<file path="config.mk">
export PLATFORM = sky130hd
export DESIGN_NAME = bias_device_flat
export DESIGN_NICKNAME = d
export VERILOG_FILES = /design/src/shared/bias_pkg.sv /design/src/shared/bias_if.sv /design/src/verilog/bias_device.sv /design/src/flat_wrapper.sv
export SDC_FILE = /design/constraint.sdc
export NUM_CORES = 1
export LEC_CHECK = 0
export ABC_CLOCK_PERIOD_IN_PS = 7900
export BUFFER_PORTS_ARGS = -buffer_cell sky130_fd_sc_hd__buf_4
export CAP_MARGIN = 0
export CORE_UTILIZATION = 56
export DETAILED_ROUTE_END_ITERATION = 7
export PLACE_DENSITY = 0.81
export SLEW_MARGIN = 20
export SYNTH_ARGS = -nofsm -noshare
export SYNTH_HDL_FRONTEND = slang
export SYNTH_SLANG_ARGS = --single-unit
</file>
<file path="constraint.sdc">
create_clock -name ref_clk -period 7.9 [get_ports ref_clk]
set_input_delay 0.79 -clock ref_clk [delete_from_list [all_inputs] [get_ports ref_clk]]
set_output_delay 0.79 -clock ref_clk [all_outputs]
set_load 0.05 [all_outputs]
</file>
<file path="src/shared/bias_pkg.sv">
// Package: constants shared by the bias power-mode device and its host.
// Assumes a single 25 MHz clock domain on both ends.
package bias_pkg;

  // ****************************************
  // Power-state field encodings
  // ****************************************
  localparam logic [1:0] PWR_ACTIVE   = 2'h0;
  localparam logic [1:0] PWR_STARTUP  = 2'h1;
  localparam logic [1:0] PWR_LOWPOWER = 2'h2;
  localparam logic [1:0] PWR_SHUTDOWN = 2'h3;

  // ****************************************
  // Device register addresses
  // ****************************************
  localparam logic [3:0] REG_BOOST_LEVEL   = 4'h0;
  localparam logic [3:0] REG_POWER_STATE   = 4'h1;
  localparam logic [3:0] REG_OUTPUT_ENABLE = 4'h2;
  localparam logic [3:0] REG_OUT_CODE_A    = 4'h3;
  localparam logic [3:0] REG_OUT_CODE_B    = 4'h4;

  // ****************************************
  // Reset values
  // ****************************************
  localparam logic [3:0] BOOST_LEVEL_RST   = 4'hb;
  localparam logic [5:0] OUTPUT_ENABLE_RST = 6'h00;
  localparam logic [7:0] OUT_CODE_RST      = 8'h00;

  // ****************************************
  // Analog scaling (millivolts)
  // ****************************************
  localparam int BOOST_BASE_MV  = 13000;
  localparam int BOOST_STEP_MV  = 1000;
  localparam int OUT_STEP_MV    = 188;
  localparam int OUT_STEPS      = 128;
  localparam int HEADROOM_MV    = 2000;

  // ****************************************
  // Timing
  // ****************************************
  localparam int CLK_HZ          = 25000000;
  localparam int STARTUP_MAX_US  = 300;
  localparam int STARTUP_TYP_US  = 180;
  localparam int STARTUP_CYCLES  = STARTUP_TYP_US * (CLK_HZ / 1000000);
  localparam int STARTUP_MAX_CYC = STARTUP_MAX_US * (CLK_HZ / 1000000);

  // ****************************************
  // Host command port addresses
  // ****************************************
  localparam logic [3:0] HREG_CMD    = 4'h0;
  localparam logic [3:0] HREG_STATUS = 4'h1;
  localparam logic [3:0] HREG_RDATA  = 4'h2;

endpackage

</file>
<file path="src/shared/bias_if.sv">
// Interface: control bus between the host and the bias device.
// Assumes one clock; writes and reads are single-cycle strobes.
`timescale 1ns/1ps
interface bias_if;
  logic       wr;
  logic       rd;
  logic [3:0] addr;
  logic [7:0] wdata;
  logic [7:0] rdata;
  logic       rvalid;

  modport dev  (input wr, rd, addr, wdata, output rdata, rvalid);
  modport host (output wr, rd, addr, wdata, input rdata, rvalid);
endinterface

</file>
<file path="src/verilog/bias_device.sv">
// Device end: power-mode sequencer and default registers for two outputs.
// Assumes io_supply is asynchronous, rst is the analog-supply reset.
`timescale 1ns/1ps
module bias_device
  import bias_pkg::*;
(
  input  wire logic        ref_clk,
  input  wire logic        rst,
  bias_if.dev              bus,
  input  wire logic        io_supply,
  output      logic [1:0]  power_state,
  output      logic        boost_enable,
  output      logic [14:0] boost_target_mv,
  output      logic [1:0]  out_drive_en,
  output      logic [1:0]  out_pull_down,
  output      logic [14:0] out_a_mv,
  output      logic [14:0] out_b_mv
);

  typedef enum logic [1:0] {
    ST_ACTIVE   = 2'b00,
    ST_STARTUP  = 2'b01,
    ST_LOWPOWER = 2'b10,
    ST_SHUTDOWN = 2'b11
  } mode_e;

  // ****************************************
  // Io supply synchroniser and edge
  // ****************************************
  logic io_meta_q, io_sync_q, io_prev_q;
  always_ff @(posedge ref_clk or posedge rst) begin
    if (rst) begin
      io_meta_q <= 1'b0;
      io_sync_q <= 1'b0;
      io_prev_q <= 1'b0;
    end else begin
      io_meta_q <= io_supply;
      io_sync_q <= io_meta_q;
      io_prev_q <= io_sync_q;
    end
  end
  // A dip that never reads low cannot make a rising edge
  wire io_rise = io_sync_q & ~io_prev_q;
  wire io_low  = ~io_sync_q;

  // ****************************************
  // Mode sequencer
  // ****************************************
  mode_e       mode_q, mode_d;
  logic [12:0] cnt_q,  cnt_d;
  logic [3:0]  boost_q;
  logic [5:0]  enable_q;
  logic [7:0]  code_a_q, code_b_q;

  wire wr_pwr   = bus.wr && bus.addr == REG_POWER_STATE;
  wire cmd_start = wr_pwr && bus.wdata[1:0] == PWR_STARTUP;
  wire cmd_act   = wr_pwr && bus.wdata[1:0] == PWR_ACTIVE;
  wire cmd_low   = wr_pwr && bus.wdata[1:0] == PWR_LOWPOWER;
  wire bus_live  = mode_q != ST_SHUTDOWN;
  localparam logic [12:0] START_LAST = 13'(STARTUP_CYCLES - 1);

  always_comb begin
    mode_d = mode_q;
    cnt_d  = cnt_q;
    case (mode_q)
      ST_SHUTDOWN: begin
        cnt_d = '0;
        if (io_rise) mode_d = ST_STARTUP;
      end
      ST_STARTUP: begin
        // Commands here are ignored
        cnt_d = cnt_q + 13'h0001;
        if (cnt_q == START_LAST) mode_d = ST_ACTIVE;
      end
      ST_ACTIVE: begin
        cnt_d = '0;
        if (cmd_start)    mode_d = ST_STARTUP;
        else if (cmd_low) mode_d = ST_LOWPOWER;
      end
      ST_LOWPOWER: begin
        cnt_d = '0;
        if (cmd_start)    mode_d = ST_STARTUP;
        else if (cmd_act) mode_d = ST_ACTIVE;
      end
      default: mode_d = ST_SHUTDOWN;
    endcase
    if (io_low) mode_d = ST_SHUTDOWN;
  end

  // Defaults are loaded on entry to startup and in every shutdown cycle
  wire load_defaults = (mode_d == ST_STARTUP && mode_q != ST_STARTUP)
                       || mode_q == ST_SHUTDOWN;

  always_ff @(posedge ref_clk or posedge rst) begin
    if (rst) begin
      mode_q <= ST_SHUTDOWN;
      cnt_q  <= '0;
    end else begin
      mode_q <= mode_d;
      cnt_q  <= cnt_d;
    end
  end

  // ****************************************
  // Register file
  // ****************************************
  wire wr_ok = bus.wr && bus_live && mode_q != ST_STARTUP;
  always_ff @(posedge ref_clk or posedge rst) begin
    if (rst) begin
      boost_q  <= BOOST_LEVEL_RST;
      enable_q <= OUTPUT_ENABLE_RST;
      code_a_q <= OUT_CODE_RST;
      code_b_q <= OUT_CODE_RST;
    end else if (load_defaults) begin
      boost_q  <= BOOST_LEVEL_RST;
      enable_q <= OUTPUT_ENABLE_RST;
      code_a_q <= OUT_CODE_RST;
      code_b_q <= OUT_CODE_RST;
    end else if (wr_ok) begin
      // Values persist in low power: only bus writes change them
      case (bus.addr)
        REG_BOOST_LEVEL:   boost_q  <= bus.wdata[3:0];
        REG_OUTPUT_ENABLE: enable_q <= bus.wdata[5:0];
        REG_OUT_CODE_A:    code_a_q <= bus.wdata;
        REG_OUT_CODE_B:    code_b_q <= bus.wdata;
        default: ;
      endcase
    end
  end

  logic [7:0] rd_mux;
  always_comb begin
    case (bus.addr)
      REG_BOOST_LEVEL:   rd_mux = {4'h0, boost_q};
      REG_POWER_STATE:   rd_mux = {6'h00, mode_q};
      REG_OUTPUT_ENABLE: rd_mux = {2'h0, enable_q};
      REG_OUT_CODE_A:    rd_mux = code_a_q;
      REG_OUT_CODE_B:    rd_mux = code_b_q;
      default:           rd_mux = 8'h00;
    endcase
  end

  // ****************************************
  // Analog controls
  // ****************************************
  wire        act   = mode_q == ST_ACTIVE;
  wire [1:0]  en_ab = enable_q[1:0] & {2{act}};
  wire [14:0] bt_mv = 15'(BOOST_BASE_MV + BOOST_STEP_MV * boost_q);
  // Code to millivolts; bit 7 of a code is left out of the scale
  function automatic logic [14:0] code_mv(input logic [7:0] code);
    return 15'(OUT_STEP_MV * code[6:0]);
  endfunction
  // Pull-down only in active mode; elsewhere the pins stay high-Z
  function automatic logic pull_on(input logic       en,
                                   input logic [7:0] code,
                                   input logic       live);
    return !en && code == 8'h00 && live;
  endfunction
  wire [14:0] a_mv  = code_mv(code_a_q);
  wire [14:0] b_mv  = code_mv(code_b_q);
  wire [1:0]  pd    = {pull_on(en_ab[1], code_b_q, act),
                       pull_on(en_ab[0], code_a_q, act)};

  always_ff @(posedge ref_clk or posedge rst) begin
    if (rst) begin
      bus.rdata       <= 8'h00;
      bus.rvalid      <= 1'b0;
      power_state     <= PWR_SHUTDOWN;
      boost_enable    <= 1'b0;
      boost_target_mv <= '0;
      out_drive_en    <= 2'b00;
      out_pull_down   <= 2'b00;
      out_a_mv        <= '0;
      out_b_mv        <= '0;
    end else begin
      bus.rdata       <= bus.rd && bus_live ? rd_mux : 8'h00;
      bus.rvalid      <= bus.rd && bus_live;
      power_state     <= mode_q;
      boost_enable    <= mode_q == ST_STARTUP || act;
      boost_target_mv <= bt_mv;
      out_drive_en    <= en_ab;
      out_pull_down   <= pd;
      out_a_mv        <= a_mv;
      out_b_mv        <= b_mv;
    end
  end

endmodule // bias_device

</file>
<file path="src/flat_wrapper.sv">
// flat-port wrapper written by rule: the top's interface ports become plain ports
module bias_device_flat import bias_pkg::*;
  (ref_clk, rst, io_supply, power_state, boost_enable, boost_target_mv, out_drive_en, out_pull_down, out_a_mv, out_b_mv, bus_wr, bus_rd, bus_addr, bus_wdata, bus_rdata, bus_rvalid);
  bias_if bus_i ();
  input  wire logic ref_clk;
  input  wire logic rst;
  input  wire logic io_supply;
  output      logic [1:0] power_state;
  output      logic boost_enable;
  output      logic [14:0] boost_target_mv;
  output      logic [1:0] out_drive_en;
  output      logic [1:0] out_pull_down;
  output      logic [14:0] out_a_mv;
  output      logic [14:0] out_b_mv;
  input wire logic [$bits(bus_i.wr)-1:0] bus_wr;
  input wire logic [$bits(bus_i.rd)-1:0] bus_rd;
  input wire logic [$bits(bus_i.addr)-1:0] bus_addr;
  input wire logic [$bits(bus_i.wdata)-1:0] bus_wdata;
  output wire logic [$bits(bus_i.rdata)-1:0] bus_rdata;
  output wire logic [$bits(bus_i.rvalid)-1:0] bus_rvalid;
  assign bus_i.wr = bus_wr;
  assign bus_i.rd = bus_rd;
  assign bus_i.addr = bus_addr;
  assign bus_i.wdata = bus_wdata;
  assign bus_rdata = bus_i.rdata;
  assign bus_rvalid = bus_i.rvalid;
  bias_device u_core (.ref_clk(ref_clk), .rst(rst), .bus(bus_i), .io_supply(io_supply), .power_state(power_state), .boost_enable(boost_enable), .boost_target_mv(boost_target_mv), .out_drive_en(out_drive_en), .out_pull_down(out_pull_down), .out_a_mv(out_a_mv), .out_b_mv(out_b_mv));
endmodule
</file>
==> metrics <==
Yosys warning total 0; critical path endpoint category register; critical path class reg2reg; final hold vios 0; Yosys reg bits 98; Final #Nets 790; Sw Ratio a little under a quarter; largest net degree at the start of global routing between 60 and 70; Tcrit/Tclk final between 40% and 50%; EDFF count, synth 0; # clock sinks between 90 and 100; WL met2 approximately 6.5 mm; die area ~12000 um2; GR Util All Layers about a quarter; M1 WL ~5.4 mm; layout cells sized above 1 between 10% and 20%; Die Ht between 100 and 150 um; Seq/Total Area, Yosys around two fifths; final setup vio count 0; worst path arrival time between 4 and 5 ns; gpl congestion between 0.8 and 0.9; max-cap check violation count 0; initial antenna violation count 0; Met3 Wirelength ~530 um; Avg Cell Area, Syn about 11 um2; part of the power in combinational logic just under 5%; dominant synthesized flop cell dfrtp_1; DR vias between 4000 and 5000; Root Buffer clkbuf_16; Avg WL per Cell around 16 um; DR top layer met4; Slew @ Worst Pin a little over 0.8 ns; Synth area leaders dfrtp_1 (36%), ha_1 (15%), fa_1 (11%); Post-CTS Hold Buffers 0; Clock transition at path regs 0.07 ns; core area 10980 um2; ANT nets after route 0; vias per cell 5.561; unrepaired setup endpoints after global routing false; maximum resistive drop on vdd approximately 90 uV; Hold Path Depth 0; grt ovf 0; Clock Latency Late Sink approximately 0.35 ns; Layout area overhead 14.20%; Clock Skews ~0.0062 ns; FP Rows 38; asr flop ratio synth 100.0%; TritonCTS Buffers 9; total chip power about 980 uW; share of power burned in registers between 50 and 60%; post-cts sizing count 0; Synth area leader dfrtp_1; path depth of the worst reg2reg path 10; IO Pins between 70 and 80; HP Class reg2reg; Detail Placement HPWL 9.617 mm; top-area cell type share of the netlist area 35.64%; leak pwr 0.003817 uW; count of different cell masters after synthesis between 50 and 60; I/O Buffers 70; type of origin of the critical path register; setup TNS 0 ns; Clk network pwr share between 40% and 50%; normalized max-slew margin 45.05%; worst-path fanout max 6; die width 108.8 um; outcome finished clean; Initial Util between 50 and 60%; final cell count without fillers ~810; critical path data required time just over 8 ns; Period minus WS final approximately 3.9 ns; DR DRC count 0; power density cells between 100 and 150 nW/um2; Post-CTS Setup Inserts 0; Fmax achieved ~250 MHz; Slew Limit Fails 0; CTS tree done; Syn Std Cell Area about 6400 um2; drt initial violations 257; First-pass DRT Iterations 4; H-tree Lvls 3; Total Routed Length between 10 and 15 mm; Hold WS 0.3503 ns; Net Switching 226.5 uW; internal power 748.5 uW; diodes inserted 0; first-pass GRT wire length roughly 22 mm; number of global-route vias before repair approximately 4700; dpl cells around 790; clk buf depth 2; cells after synthesis between 500 and 600
## cell families after synthesis
kind of cell    share of synthesized area, %
compound gates                         8.637
buf+inv                                6.874
other cells                          0.05870
xor+xnor                               5.210
fa+ha+maj                              25.66
simple gates                           11.61
flops                                  38.52
mux                                    3.427
## worst paths after layout
check,from,end,slack [ns]
setup reg to reg,u_core.code_a_q[4]$_DFFE_PP0P_,u_core.out_a_mv[14]$_DFF_PP0_,3.98
max in group asynchronous,rst,u_core.cnt_q[11]$_DFF_PP0_,6.25
hold / removal,u_core.io_meta_q$_DFF_PP0_,u_core.io_sync_q$_DFF_PP0_,0.35
setup / recovery,u_core.code_a_q[4]$_DFFE_PP0P_,u_core.out_a_mv[14]$_DFF_PP0_,3.98
min in group asynchronous,rst,u_core.boost_target_mv[4]$_DFF_PP0_,0.46
hold reg to reg,u_core.io_meta_q$_DFF_PP0_,u_core.io_sync_q$_DFF_PP0_,0.35
## sequential cells by signal (all words and copies together) (netlist names), 4 cells and up
name	flops
u_core.out_b_mv	13
u_core.boost_target_mv	12
u_core.code_b_q	8
u_core.cnt_q	13
u_core.enable_q	6
u_core.boost_q	4
u_core.out_a_mv	13
u_core.code_a_q	8
u_core.bus.rdata	8
## cell usage after synthesis (2+ instances only)
master,count
fa_1,35
nor2b_1,3
nor2_1,64
xnor2_1,21
o211ai_1,3
a22o_1,2
inv_1,88
buf_4,9
nand2_1,14
nand3_1,10
a211oi_1,12
dfstp_2,7
ha_1,75
nand3b_1,3
and3_1,10
or4_1,2
a211o_1,2
and2_1,3
nand2b_1,4
mux4_2,2
clkbuf_1,4
o21ai_0,11
a21oi_1,20
mux2_2,3
nand4_1,2
nor3_1,5
nor4b_1,3
buf_1,4
nor4_1,6
xor2_1,17
a211oi_2,5
or4bb_1,2
a21o_1,5
mux2i_1,14
o21a_1,5
dfrtp_1,91
a22oi_1,5
## final cells by class
| cell class | count | area, um2 |
|---|---|---|
| clock inverters | 3 | 23.77 |
| well taps | 140 | 175.2 |
| flip-flops and latches | 98 | 2461 |
| inverters | 88 | 331.6 |
| clock buffers | 13 | 260.3 |
| multi-input cells | 395 | 3511 |
| fillers | 829 | 3687 |
| repair buffers | 71 | 533.0 |
## metal layers
| metal | vias up | global-route usage (%) |
|---|---|---|
| met4 | 0 | 8.880 |
| met1 | 2251 | 30.30 |
| met2 | 114 | 41.95 |
| li1 | 2102 | - |
| met5 | - | 0 |
| met3 | 26 | 4.184 |
## power groups by stage
| stage | clock (uW) | combinational [uW] | sequential, uW |
|---|---|---|---|
| 4_1_cts | 427 | 48.7 | 507 |
| 3_5_place_dp | 0 | 48.7 | 517 |
| 6_report | 419 | 48.1 | 507 |
| 3_3_place_gp | 0 | 47.7 | 517 |
| 2_1_floorplan | 0 | 31.2 | 520 |
| 5_1_grt | 448 | 52.8 | 507 |
## through the flow
step,worst slack [ns],area (um2),util [%]
3_5_place_dp,4.003,7012,63.84
3_3_place_gp,4.153,7012,63.84
6_report,3.976,7296,66.43
2_1_floorplan,4.314,6411,-
5_1_grt,3.784,7296,66.43
4_1_cts,3.988,7296,66.43
## cell usage in the layout, fill, tap and decap left out, types with 3 or more instances in the layout
cell,synthesis,routed
a211oi_1,12,12
a211oi_2,5,5
a21o_1,5,5
a21oi_1,20,20
a22oi_1,5,5
and2_1,3,3
and3_1,10,10
buf_4,9,71
clkbuf_16,0,9
conb_1,1,7
dfrtp_1,91,91
dfstp_2,7,7
fa_1,35,35
ha_1,75,75
inv_1,88,87
mux2_2,3,3
mux2i_1,14,14
nand2_1,14,14
nand2b_1,4,4
nand3_1,10,10
nand3b_1,3,3
nor2_1,64,64
nor2b_1,3,3
nor3_1,5,5
nor4_1,6,6
nor4b_1,3,3
o211ai_1,3,3
o21a_1,5,5
o21ai_0,11,11
xnor2_1,21,21
xor2_1,17,17
## worst max-delay path, stage by stage, from the launching register on
cell     delay, ns
dfrtp_1       0.48
inv_1         0.14
fa_1          0.56
fa_1          0.45
fa_1          0.54
inv_1         0.04
ha_1          0.22
or4_1         0.54
o21ai_0       0.41
nor3_1        0.11
a311o_1       0.33
Note: power is estimated with default switching activity, not from simulation.
